**config.mk**
```make
export PLATFORM = sky130hd
export DESIGN_NAME = srct_countdown_guard
export DESIGN_NICKNAME = d
export VERILOG_FILES = /design/src/hdl/srct_pkg.sv /design/src/hdl/srct_countdown_guard.sv
export SDC_FILE = /design/constraint.sdc
export NUM_CORES = 1
export LEC_CHECK = 0
export BUFFER_PORTS_ARGS = -buffer_cell sky130_fd_sc_hd__buf_2
export CAP_MARGIN = 30
export CORE_MARGIN = 8
export CORE_UTILIZATION = 30
export CTS_CLUSTER_DIAMETER = 100
export DETAILED_ROUTE_END_ITERATION = 10
export PLACE_DENSITY = 0.43
export SETUP_SLACK_MARGIN = 0.2
export SLEW_MARGIN = 20
export SYNTH_ARGS = -nofsm -noshare
export SYNTH_HDL_FRONTEND = slang
export SYNTH_SLANG_ARGS = --single-unit
```
**constraint.sdc**
```tcl
create_clock -name clk -period 2.5 [get_ports clk]
set_clock_uncertainty 0.05 [all_clocks]
set_input_delay 0.25 -clock clk [delete_from_list [all_inputs] [get_ports clk]]
set_output_delay 0.25 -clock clk [all_outputs]
set_load 0.02 [all_outputs]
```
**src/hdl/srct_pkg.sv**
```systemverilog
// constants and types for the system reset countdown timer
//////////////////////////////////////////////////////////////////////////////
// Summary of operation
// - the countdown decrements from the loaded value and raises a system reset request at zero.
// - a reload before expiry restarts the countdown from the new value.
// - configuration goes through an index port holding the register number and a data port.
// - unlock is the unlock byte twice on the index port, then select 07h, then enable 01h.
// - time base register value 71h selects seconds and 79h selects minutes.
// - a count of zero disables the timeout, nonzero n expires after n time-base units.
// - the largest count 255 gives 255 units in either time base.
//////////////////////////////////////////////////////////////////////////////
package srct_pkg;

  localparam int unsigned CLK_HZ          = 200_000_000;
  localparam int unsigned SEC_S           = 1;
  localparam int unsigned SEC_CYCLES      = CLK_HZ * SEC_S;
  localparam int unsigned MIN_SECONDS     = 60;

  // port addresses: index port and data port
  localparam logic [7:0]  PORT_INDEX      = 8'h2e;
  localparam logic [7:0]  PORT_DATA       = 8'h2f;
  localparam logic [7:0]  UNLOCK_KEY      = 8'h87;
  localparam logic [7:0]  LOCK_KEY        = 8'haa;

  // register offsets
  localparam logic [7:0]  REG_DEV_SEL     = 8'h07;
  localparam logic [7:0]  REG_DEV_EN      = 8'h30;
  localparam logic [7:0]  REG_ACT_CTRL    = 8'hf0;
  localparam logic [7:0]  REG_TIME_BASE   = 8'hf5;
  localparam logic [7:0]  REG_COUNT       = 8'hf6;

  localparam logic [7:0]  GUARD_DEVICE    = 8'h07;
  localparam int unsigned ENABLE_BIT      = 0;
  localparam int unsigned ACTIVE_BIT      = 7;
  localparam logic [7:0]  BASE_SECONDS    = 8'h71;
  localparam logic [7:0]  BASE_MINUTES    = 8'h79;
  localparam logic [7:0]  ZERO_BYTE       = 8'h00;
  localparam logic [7:0]  IDLE_READ       = 8'hff;

  typedef struct packed {
    logic       wr;
    logic       rd;
    logic [7:0] addr;
    logic [7:0] wdata;
  } srct_io_req_t;

  typedef enum logic [1:0] {
    SRCT_LOCKED,
    SRCT_HALF,
    SRCT_OPEN
  } srct_lock_t;

endpackage

```
**src/hdl/srct_countdown_guard.sv**
```systemverilog
// countdown guard with index/data configuration port
`timescale 1ns/1ps
module srct_countdown_guard #(
  parameter int unsigned SEC_CYCLES_P  = srct_pkg::SEC_CYCLES,
  parameter int unsigned MIN_SECONDS_P = srct_pkg::MIN_SECONDS
) (
  input  wire logic                   clk,
  input  wire logic                   sys_rst,
  input  wire srct_pkg::srct_io_req_t io_req,
  output logic [7:0]                  io_rdata,
  output logic                        reset_request
);
  import srct_pkg::*;

  // minute units at the full clock rate need more than 32 bits of cycles
  localparam int unsigned TICK_W = 40;

  function automatic logic is_port(input logic [7:0] a, input logic [7:0] p);
    return a == p;
  endfunction

  // registers past the device select answer only while the guard is selected
  function automatic logic guard_reg(input logic [7:0] idx,
                                     input logic [7:0] r,
                                     input logic       sel);
    return sel && idx == r;
  endfunction

  srct_lock_t        lock_state,  next_lock_state;
  logic [7:0]        index,       next_index;
  logic [7:0]        dev_sel,     next_dev_sel;
  logic [7:0]        dev_en,      next_dev_en;
  logic [7:0]        act_ctrl,    next_act_ctrl;
  logic [7:0]        time_base,   next_time_base;
  logic [7:0]        count,       next_count;
  logic [TICK_W-1:0] tick_cnt,    next_tick_cnt;
  logic              expired,     next_expired;
  logic [7:0]        rdata_q,     next_rdata;
  logic              guard_sel;
  logic              running;
  logic              idx_wr;
  logic              dat_wr;
  logic              dat_rd;
  logic              hit_dev_sel;
  logic              hit_dev_en;
  logic              hit_act;
  logic              hit_base;
  logic              hit_count;
  logic              count_wr;
  logic              tick_done;
  logic [TICK_W-1:0] tick_limit;

  ////////////////////////////////////////////////////////////////////////////
  // port strobes and register decode
  always_comb begin
    idx_wr      = io_req.wr && is_port(io_req.addr, PORT_INDEX);
    dat_wr      = io_req.wr && is_port(io_req.addr, PORT_DATA) && lock_state == SRCT_OPEN;
    dat_rd      = io_req.rd && is_port(io_req.addr, PORT_DATA) && lock_state == SRCT_OPEN;
    guard_sel   = dev_sel == GUARD_DEVICE;
    hit_dev_sel = index == REG_DEV_SEL;
    hit_dev_en  = guard_reg(index, REG_DEV_EN, guard_sel);
    hit_act     = guard_reg(index, REG_ACT_CTRL, guard_sel);
    hit_base    = guard_reg(index, REG_TIME_BASE, guard_sel);
    hit_count   = guard_reg(index, REG_COUNT, guard_sel);
    count_wr    = dat_wr && hit_count;
  end

  ////////////////////////////////////////////////////////////////////////////
  // unlock sequence and index register
  always_comb begin
    next_lock_state = lock_state;
    next_index      = index;
    // unlock needs two back to back key writes to the index port
    case (lock_state)
      SRCT_LOCKED: begin
        if (idx_wr && io_req.wdata == UNLOCK_KEY) begin
          next_lock_state = SRCT_HALF;
        end
      end
      SRCT_HALF: begin
        if (idx_wr) begin
          next_lock_state = (io_req.wdata == UNLOCK_KEY) ? SRCT_OPEN : SRCT_LOCKED;
        end
      end
      default: begin
        if (idx_wr && io_req.wdata == LOCK_KEY) begin
          next_lock_state = SRCT_LOCKED;
        end else if (idx_wr) begin
          next_index = io_req.wdata;
        end
      end
    endcase
  end

  always_ff @(posedge clk) begin
    if (sys_rst) begin
      lock_state <= SRCT_LOCKED;
      index      <= ZERO_BYTE;
    end else begin
      lock_state <= next_lock_state;
      index      <= next_index;
    end
  end

  ////////////////////////////////////////////////////////////////////////////
  // configuration registers; writes while locked never get here
  always_comb begin
    next_dev_sel   = dev_sel;
    next_dev_en    = dev_en;
    next_act_ctrl  = act_ctrl;
    next_time_base = time_base;
    if (dat_wr) begin
      if (hit_dev_sel) begin
        next_dev_sel = io_req.wdata;
      end else if (hit_dev_en) begin
        next_dev_en = io_req.wdata;
      end else if (hit_act) begin
        next_act_ctrl = io_req.wdata;
      end else if (hit_base) begin
        next_time_base = io_req.wdata;
      end
    end
  end

  always_ff @(posedge clk) begin
    if (sys_rst) begin
      dev_sel   <= ZERO_BYTE;
      dev_en    <= ZERO_BYTE;
      act_ctrl  <= ZERO_BYTE;
      time_base <= BASE_SECONDS;
    end else begin
      dev_sel   <= next_dev_sel;
      dev_en    <= next_dev_en;
      act_ctrl  <= next_act_ctrl;
      time_base <= next_time_base;
    end
  end

  ////////////////////////////////////////////////////////////////////////////
  // read back; data stands one cycle, locked or unmapped reads give all ones
  always_comb begin
    next_rdata = IDLE_READ;
    if (dat_rd) begin
      if (hit_dev_sel) begin
        next_rdata = dev_sel;
      end else if (hit_dev_en) begin
        next_rdata = dev_en;
      end else if (hit_act) begin
        next_rdata = act_ctrl;
      end else if (hit_base) begin
        next_rdata = time_base;
      end else if (hit_count) begin
        next_rdata = count;
      end
    end
  end

  always_ff @(posedge clk) begin
    if (sys_rst) begin
      rdata_q <= IDLE_READ;
    end else begin
      rdata_q <= next_rdata;
    end
  end

  ////////////////////////////////////////////////////////////////////////////
  // unit divider; clearing enable or activation pauses, it does not restart
  always_comb begin
    running    = dev_en[ENABLE_BIT] && act_ctrl[ACTIVE_BIT];
    // any value other than the minute code counts seconds
    tick_limit = (time_base == BASE_MINUTES) ?
                 TICK_W'(SEC_CYCLES_P) * TICK_W'(MIN_SECONDS_P) :
                 TICK_W'(SEC_CYCLES_P);
    tick_done  = tick_cnt == tick_limit - TICK_W'(1);
  end

  ////////////////////////////////////////////////////////////////////////////
  // countdown; count register doubles as remaining units (reads back live)
  always_comb begin
    next_count    = count;
    next_tick_cnt = tick_cnt;
    next_expired  = expired;
    // a reload wins over a decrement falling in the same cycle
    if (count_wr) begin
      next_count    = io_req.wdata;
      next_tick_cnt = '0;
      next_expired  = 1'b0;
    end else if (running && count != ZERO_BYTE) begin
      if (tick_done) begin
        next_tick_cnt = '0;
        next_count    = count - 8'h01;
        if (count == 8'h01) begin
          next_expired = 1'b1;
        end
      end else begin
        next_tick_cnt = tick_cnt + TICK_W'(1);
      end
    end
  end

  always_ff @(posedge clk) begin
    if (sys_rst) begin
      count    <= ZERO_BYTE;
      tick_cnt <= '0;
      expired  <= 1'b0;
    end else begin
      count    <= next_count;
      tick_cnt <= next_tick_cnt;
      expired  <= next_expired;
    end
  end

  assign io_rdata      = rdata_q;
  // request holds until a count write or the system reset clears it
  assign reset_request = expired;

endmodule

```
==> results of run 1 <==
## metrics by stage
stage	setup slack (ns)	utilization (%)	power (W)	hold slack (ns)
after global routing	0.160	35.9	0.00317	0.211
after global placement	0.177	33.6	0.00169	0.423
after CTS	0.181	35.5	0.00312	0.201
final	0.258	35.9	0.00307	0.214
after detailed placement	0.154	33.6	0.00170	0.423
after floorplan	0.329	-	0.00165	0.318
## sequential cells by signal (all words and copies together) (netlist names)
| name | count |
|---|---|
| tick_cnt | 40 |
| act_ctrl | 8 |
| count | 8 |
| dev_en | 8 |
| dev_sel | 8 |
| index | 8 |
| io_rdata | 8 |
| time_base | 8 |
| lock_state | 2 |
| reset_request | 1 |
## layout make-up
| type | count | area [µm²] | share of cell area (%) |
|---|---|---|---|
| sequential | 99 | 1990 | 33.9 |
| timing repair buffer | 65 | 430 | 7.34 |
| clock buffer | 9 | 225 | 3.84 |
| clock inverter | 6 | 65.1 | 1.11 |
| multi-input combinational | 424 | 2830 | 48.3 |
| inverter | 13 | 48.8 | 0.832 |
| tap | 220 | 275 | 4.69 |
## power by group through the flow
stage / Clock, W / Combinational, W / Sequential [W]
after detailed placement: 0 / 0.0000828 / 0.00161
after global placement: 0 / 0.0000818 / 0.00161
after floorplan: 0 / 0.0000365 / 0.00161
after global routing: 0.00151 / 0.0000883 / 0.00157
after CTS: 0.00146 / 0.0000836 / 0.00158
final: 0.00141 / 0.0000826 / 0.00157
## critical path, delay by kind of cell, from the launching register on
kind,cells,cell delay (ns)
flip-flops,1,0.32
multiplexers,1,0.30
AND/OR/NAND/NOR,4,1.51
## cell families (layout without fill, tap and decap cells)
kind of cell	count (synthesis)	after routing	synth area share [%]
flops	99	99	40.1
fa+ha+maj	4	4	1.01
simple gates	259	259	30.0
mux	29	29	5.98
compound gates	104	104	14.3
xor+xnor	28	28	4.96
buf+inv	42	93	3.60
## layer usage
metal,up-vias,wire (µm),share of wire (%),track usage [%]
met5,-,0,0,0
met4,0,180,1.3,4.44
met3,14,693,4.8,3.07
met2,83,6950,49,24.4
met1,2102,6470,45,17.3
li1,2198,-,-,-
## worst max path at each step
stage	start	to	slack (ns)	cells past startpoint
detailed placement	tick_cnt[28]	count[4]	0.15	5
global route	tick_cnt[28]	count[2]	0.16	7
CTS	tick_cnt[28]	count[4]	0.18	5
global placement	tick_cnt[28]	count[4]	0.18	5
floorplan	count[0]	count[4]	0.33	7
finish	tick_cnt[15]	count[4]	0.26	5
## repair_timing
action,CTS,global route
gates resized for setup,2,12
pin swaps,1,0
buffers inserted,1,2
hold endpoints to repair,0,0
endpoints found under the setup margin,36,45
## placed cells by master (no fill, tap or decap), drive strengths merged, types with 4 or more instances in the layout
cell / count
a211o: 4
a21oi: 38
a22oi: 8
a32oi: 8
and2: 4
and3: 16
and4: 10
buf: 65
clkbuf: 9
dfxtp: 99
ha: 4
inv: 15
mux2i: 28
nand2: 26
nand3: 24
nand3b: 4
nand4: 31
nor2: 77
nor2b: 5
nor3: 9
nor4: 11
nor4b: 4
nor4bb: 4
o21ai: 12
o221ai: 10
or3: 12
or4: 6
xnor2: 8
xor2: 20
==> results.ini, run 1 <==
[place]
port-buffer-count = 28
place_area_um2 = 5500
place.gp.congestion = 0.826
place_inst = 818
dp_hpwl_um = 10300

[pwr]
p_switching_w = 0.000693
leakage_nw = 2.01
ir_worst_vdd_mv = 0.324
swShare_pct = 22.6
power.density_nw_per_um2 = 523
p_comb_share_pct = 2.7
p_seq_share_pct = 51.4
clkPwrFrac_pct = 45.9
intPower_w = 0.00237

[clocking]
cts-hold-fix-buffers = 0
cts_buffer_depth = 2
clkLatencyLatePin_ns = 0.35
clock_sinks = 99
root_buffer = clkbuf_16
cts_buffers = 9
cts_tree = done
htree_levels = 3
clk_pin_slew_ns = 0.07

[grt]
grt_pass1_vias = 4268
grt_pass1_wl_um = 22900
grt_max_degree = 57
grt_overflow = 0
antenna_found_initial = 0
grtUsageTotal_pct = 14.2

[setup_path]
r2r_slack_ns = 0.26
critPathMostFrequentCell = or4_4
cp-end-kind = flop
crit_fanout = 4
critPathRequiredTime_ns = 2.74
slowest_delay_ns = 0.50
crit_type = reg -> reg
critPathSlowestCell = or4b_1
timing.rr.end = count[4]
start_kind = flop
r2r_cells = 5
r2r-start = tick_cnt[15]
critical_path_arrival_ns = 2.48
crit_chain = or4b_1 > or4_4 > mux2_4 > or4_4 > nand3_2

[sta]
fin_tns_setup_ns = 0
relSlewSlack_pct = 60.4
fin_crit_ns = 2.24
clock.fmax_mhz = 446
rsz0062_at_grt = yes
final.period_utilization_pct = 89.7
slew_viol_final = 0
tightest_slew_ns = 0.594
hold_violations = 0
finalSetupViolations = 0

[die]
die_w_um = 144
start_util_pct = 30.2
design.core.area_um2 = 16300
fp.dieH_um = 144
dieArea_um2 = 20800
ios = 29
rows = 47

[run]
maxCapViolations = 0

[synth]
synth_nets = 589
synth_seq_cells = 99
synth_most_common_cell = dfxtp_1
synth_top_area_share_pct = 40.1
yosysSeqAreaShare_pct = 40.1
synth_flop_cell = dfxtp_1
syn_avg_cell_area_um2 = 8.74
syn_area_um2 = 4940
synth_area_leaders = dfxtp_1 40%, nor2_1 5.9%, mux2i_1 5.7%
yosysWarningCount = 0
synth.distinct_cells = 60
synth_cells = 565
yosys-top-cells-count = 99 x dfxtp_1, 77 x nor2_1, 38 x a21oi_1
yosysTopAreaCell = dfxtp_1
synthArstFlopShare_pct = 0
synth_edf_count = 0

[detailed_routing]
vias = 4397
drtIter0Drc = 262
wl_per_cell_um = 17.1
drt_drc_violations_left = 0
viasPerCell = 5.26
first_pass_iters = 6
ant_nets = 0
wl_um = 14300

[cells_and_area]
nets = 636
fill_cells = 1736
final_cells = 836
syn2layout_area_growth_pct = 18.7
layout-drive-gt1-share_pct = 17.0
diodes = 0
final_cell_area_um2 = 5870

[outcome]
status = finished, final reports clean

[min_path]
hold_path_depth = 3
holdPathEnd = index[0]
worstHoldPathType = in -> reg
hold_path.startpoint = io_req[0]

Power figures use the tool's default switching activity.
==> inputs of run 2 (changes only) <==
- CELL_PAD_IN_SITES_DETAIL_PLACEMENT: not set -> 1
- CELL_PAD_IN_SITES_GLOBAL_PLACEMENT: not set -> 2
- PLACE_DENSITY: 0.43 -> 0.64
==> run 2 against run 1 <==
Sequential share of layout area is essentially flat. Wire length up 8.8%. Final area fell by 0.15%. Largest cell class unchanged. Non-clock buffer count shrank 2. Die area unchanged. Critical endpoint unchanged. Highest routed layer unchanged. Clock power fell by 3%. Register-to-register slack got worse by 0.04 ns.
==> results.ini, run 2 (synthesis results as in run 1) <==
[min_path]
worstHoldPathType = in -> reg  ; unchanged
hold_path_depth = 3  ; unchanged

[setup_path]
start_kind = flop  ; unchanged
critPathRequiredTime_ns = 2.75  ; was 2.74 ns
crit_type = reg -> reg  ; unchanged
crit_fanout = 4  ; unchanged
critical_path_arrival_ns = 2.53  ; was 2.48 ns
cp-end-kind = flop  ; unchanged
r2r_cells = 5  ; unchanged

[sta]
clock.fmax_mhz = 438  ; was 446 MHz
finalSetupViolations = 0  ; unchanged
fin_crit_ns = 2.28  ; was 2.24 ns
relSlewSlack_pct = 56.0  ; was 60.4%
finalWorstSetupSlack_ns = 0.215  ; was 0.258 ns
rsz0062_at_grt = yes  ; unchanged
slew_viol_final = 0  ; unchanged
final.period_utilization_pct = 91.4  ; was 89.7%
tightest_slew_ns = 0.658  ; was 0.594 ns
hold_violations = 0  ; unchanged

[pwr]
leakage_nw = 2.00  ; was 2.01 nW
ir_worst_vdd_mv = 0.322  ; was 0.324 mV
power.density_nw_per_um2 = 518  ; was 523 nW/µm²
p_total_w = 0.00303  ; was 0.00307 W

[die]
ios = 29  ; unchanged
start_util_pct = 30.2  ; unchanged
fp.dieH_um = 144  ; unchanged
dieArea_um2 = 20800  ; unchanged
rows = 47  ; unchanged
die_w_um = 144  ; unchanged
design.core.area_um2 = 16300  ; unchanged

[grt]
grt_pass1_vias = 4574  ; was 4,268
grt_max_degree = 54  ; was 57
grt_overflow = 0  ; unchanged
antenna_found_initial = 0  ; unchanged
grt_pass1_wl_um = 24600  ; was 22,900 µm
grtUsageTotal_pct = 15.3  ; was 14.2%

[clocking]
cts_buffer_depth = 2  ; unchanged
clkLatencyLatePin_ns = 0.35  ; about the same
clk_pin_slew_ns = 0.07  ; about the same
cts-hold-fix-buffers = 0  ; unchanged
cts_tree = done  ; unchanged
htree_levels = 3  ; unchanged
clock_sinks = 99  ; unchanged
root_buffer = clkbuf_16  ; unchanged
cts_buffers = 9  ; unchanged

[place]
dp_hpwl_um = 11400  ; was 10,300 µm
port-buffer-count = 28  ; unchanged
pre_cts_ws_ns = -0.0195  ; was 0.154 ns
place.gp.congestion = 0.762  ; was 0.826
place_area_um2 = 5490  ; was 5500 µm²

[cells_and_area]
regMostFlops = tick_cnt  ; unchanged
diodes = 0  ; unchanged
largest_register_ffs = 40  ; unchanged
layout-drive-gt1-share_pct = 16.7  ; was 17.0%
final_common_cell = dfxtp_1  ; unchanged
nets = 634  ; was 636
final_cell_mix = 96 x dfxtp_1, 77 x nor2_1, 38 x a21oi_1  ; unchanged
syn2layout_area_growth_pct = 18.6  ; was 18.7%
final_cell_area_um2 = 5860  ; was 5870 µm²

[detailed_routing]
viasPerCell = 5.41  ; was 5.26
wl_per_cell_um = 18.6  ; was 17.1 µm
drt_drc_violations_left = 0  ; unchanged
wl_um = 15500  ; was 14,300 µm
drtIter0Drc = 170  ; was 262
ant_nets = 0  ; unchanged
vias = 4514  ; was 4,397
first_pass_iters = 7  ; was 6

[outcome]
status = finished, final reports clean  ; unchanged

[run]
maxCapViolations = 0  ; unchanged

[run 2: path summary, 6_finish.rpt]
path	endpoint	slack [ns]	startpoint
worst max-delay path	count[4]	0.22	tick_cnt[15]
worst min register to register	io_rdata[3]	0.43	dev_sel[3]
worst max register to register	count[4]	0.22	tick_cnt[15]
worst min-delay path	index[0]	0.22	io_req[0]
[run 2: timing repair]
action | 4_1_cts | 5_1_grt
resized for setup | 4 | 11
setup buffers | 2 | 0
pin swaps | 1 | 1
cloned | 0 | 0
endpoints found under the setup margin | 48 | 45
[run 2: per-layer routing]
| layer | up-vias | share of wire (%) | track usage (%) |
|---|---|---|---|
| li1 | 2201 | - | - |
| met1 | 2239 | 44 | 17.5 |
| met2 | 54 | 50 | 27.2 |
| met3 | 20 | 3.4 | 3.33 |
| met4 | 0 | 2.2 | 5.86 |
| met5 | - | 0 | 0 |
[run 2: critical path, cell delays in order, from the launching register on]
cell and delay, ns:
dfxtp_2 0.34, or4b_4 0.52, or4_4 0.46, mux2_4 0.30
or4_1 0.47, nand3_1 0.09
[run 2: layout make-up]
cell class | count | area, µm²
clock buffer | 10 | 239
clock inverter | 6 | 48.8
fill | 1978 | 10500
inverter | 13 | 48.8
multi-input combinational | 424 | 2840
sequential | 99 | 1990
tap | 220 | 275
timing repair buffer | 63 | 419
[run 2: where the power goes]
| part | switching, W | internal (W) |
|---|---|---|
| combinational | 0.0000595 | 0.0000246 |
| sequential | 0.000000000230 | 0.00158 |
| clock | 0.000660 | 0.000712 |
| total | 0.000720 | 0.00231 |
[run 2: stage by stage]
| step | hold slack [ns] | setup TNS (ns) | utilization (%) | instances |
|---|---|---|---|---|
| 2_1_floorplan | 0.318 | 0 | - | 565 |
| 3_3_place_gp | 0.413 | -0.00619 | 33.6 | 817 |
| 3_5_place_dp | 0.420 | -0.0195 | 33.6 | 817 |
| 4_1_cts | 0.202 | 0 | 35.6 | 835 |
| 5_1_grt | 0.218 | 0 | 35.8 | 835 |
| 6_report | 0.216 | 0 | 35.8 | 835 |
==> inputs of run 3 (changes only) <==
- PLACE_DENSITY: 0.64 -> 0.61
- clock period: 2.5 -> 2.9 ns (I/O delays scaled with it)
==> run 3 against run 2 <==
Clock-buffer cell count is the same. Final area down 2.3%. Flip-flop and latch count unchanged. Sequential share of layout area up 0.73 points. Final cell count fell by 1.7%. Register-to-register slack gained 0.18 ns. Worst setup slack gained 0.18 ns. First-iteration DRC count up 11%. Highest routed layer unchanged.
==> results.ini, run 3 (synthesis results as in run 1) <==
[setup_path]
crit_chain = nor4_1 > nand3_1 > or4_1 > or4_1 > nand3_1  ; was or4b_4 > or4_4 > mux2_4 > or4_1 > nand3_1
start_kind = flop  ; unchanged
critical_path_arrival_ns = 2.75  ; was 2.53 ns
path_delay_family = simple AND/OR/NAND/NOR gates  ; unchanged
crit_buf_inv = 0  ; unchanged
crit_type = reg -> reg  ; unchanged
critPathSlowestCell = or4_1  ; was or4b_4
cp-end-kind = flop  ; unchanged
critPathRequiredTime_ns = 3.14  ; was 2.75 ns
crit_fanout = 6  ; was 4
slowest_delay_ns = 0.68  ; was 0.52 ns

[cells_and_area]
final_common_cell = dfxtp_1  ; unchanged
largest_register_ffs = 40  ; unchanged
final_util_pct = 35.0  ; was 35.8%
diodes = 0  ; unchanged
final_cell_area_um2 = 5720  ; was 5860 µm²
final_cell_mix = 99 x dfxtp_1, 77 x nor2_1, 38 x a21oi_1  ; was 96 x dfxtp_1, 77 x nor2_1, 38 x a21oi_1
regMostFlops = tick_cnt  ; unchanged
final_cells = 821  ; was 835
nets = 620  ; was 634
syn2layout_area_growth_pct = 15.9  ; was 18.6%
layout-drive-gt1-share_pct = 12.5  ; was 16.7%

[clocking]
clk_pin_slew_ns = 0.07  ; about the same
cts_buffer_depth = 2  ; unchanged
htree_levels = 3  ; unchanged
clock_sinks = 99  ; unchanged
cts_resized = 0  ; was 4
cts_buffers = 9  ; unchanged
cts_tree = done  ; unchanged
cts_setup_buffers = 0  ; was 2
root_buffer = clkbuf_16  ; unchanged
cts-hold-fix-buffers = 0  ; unchanged
clkLatencyLatePin_ns = 0.36  ; was 0.35 ns

[detailed_routing]
first_pass_iters = 4  ; was 7
vias = 4390  ; was 4,514
viasPerCell = 5.35  ; was 5.41
drtIter0Drc = 188  ; was 170
drt_drc_violations_left = 0  ; unchanged
ant_nets = 0  ; unchanged
wl_um = 15300  ; was 15,500 µm
wl_per_cell_um = 18.7  ; was 18.6 µm

[place]
place_inst = 805  ; was 817
dp_hpwl_um = 11200  ; was 11,400 µm
place_area_um2 = 5400  ; was 5490 µm²
place.gp.congestion = 0.749  ; was 0.762
port-buffer-count = 28  ; unchanged

[pwr]
ir_worst_vdd_mv = 0.287  ; was 0.322 mV
leakage_nw = 1.93  ; was 2.00 nW
power.density_nw_per_um2 = 483  ; was 518 nW/µm²

[die]
start_util_pct = 30.2  ; unchanged
rows = 47  ; unchanged
die_w_um = 144  ; unchanged
design.core.area_um2 = 16300  ; unchanged
fp.dieH_um = 144  ; unchanged
dieArea_um2 = 20800  ; unchanged
ios = 29  ; unchanged

[grt]
grt_pass1_wl_um = 24800  ; was 24,600 µm
grt_overflow = 0  ; unchanged
grt_max_degree = 40  ; was 54
grtUsageTotal_pct = 15.4  ; was 15.3%
grt_pass1_vias = 4492  ; was 4,574
antenna_found_initial = 0  ; unchanged

[sta]
fin_crit_ns = 2.50  ; was 2.28 ns
clock.fmax_mhz = 400  ; was 438 MHz
tightest_slew_ns = 0.737  ; was 0.658 ns
finalSetupViolations = 0  ; unchanged
holdWs_ns = 0.249  ; was 0.216 ns
relSlewSlack_pct = 50.7  ; was 56.0%
rsz0062_at_grt = no  ; was yes
fin_tns_setup_ns = 0  ; unchanged
hold_violations = 0  ; unchanged
final.period_utilization_pct = 86.3  ; was 91.4%
slew_viol_final = 0  ; unchanged

[outcome]
status = finished, final reports clean  ; unchanged

[min_path]
worstHoldPathType = in -> reg  ; unchanged

[run]
maxCapViolations = 0  ; unchanged

run 3: report_power, final:
| part | total (W) | internal (W) | switching, W |
|---|---|---|---|
| clock | 0.00134 | 0.000770 | 0.000569 |
| sequential | 0.00136 | 0.00136 | 0.000000000185 |
| combinational | 0.0000692 | 0.0000194 | 0.0000498 |
| total | 0.00277 | 0.00215 | 0.000619 |
run 3: final timing paths:
| check | from | slack (ns) | endpoint | cells after the start |
|---|---|---|---|---|
| setup reg to reg | tick_cnt[20] | 0.40 | count[4] | 5 |
| hold reg to reg | tick_cnt[1] | 0.43 | tick_cnt[1] | 2 |
| hold / removal | io_req[4] | 0.25 | time_base[4] | 2 |
| setup / recovery | tick_cnt[20] | 0.40 | count[4] | 5 |
run 3: layout make-up:
cell class	count	area [µm²]
Fill cell	1955	10600
Timing Repair Buffer	49	310
Multi-Input combinational cell	424	2780
Sequential cell	99	1980
Tap cell	220	275
Clock inverter	6	97.6
Clock buffer	10	229
Inverter	13	48.8
run 3: per-stage QoR:
stage	power, W	setup WS (ns)
final	0.00277	0.398
after global routing	0.00288	0.271
after CTS	0.00282	0.377
after detailed placement	0.00146	0.390
after global placement	0.00146	0.429
after floorplan	0.00142	0.530
run 3: metal layers:
layer	wire length, µm	global-route usage, %	share of wire [%]	vias to the layer above
met4	344	6.35	2.2	0
met1	6950	18.5	45	2150
met2	7600	27.0	50	48
met3	420	2.38	2.7	23
li1	-	-	-	2169
met5	0	0	0	-
run 3: worst reg2reg max path, delay by kind of cell, from the launching register on:
| family | cells | cell delay, ns |
|---|---|---|
| flops | 1 | 0.37 |
| simple gates | 5 | 2.02 |
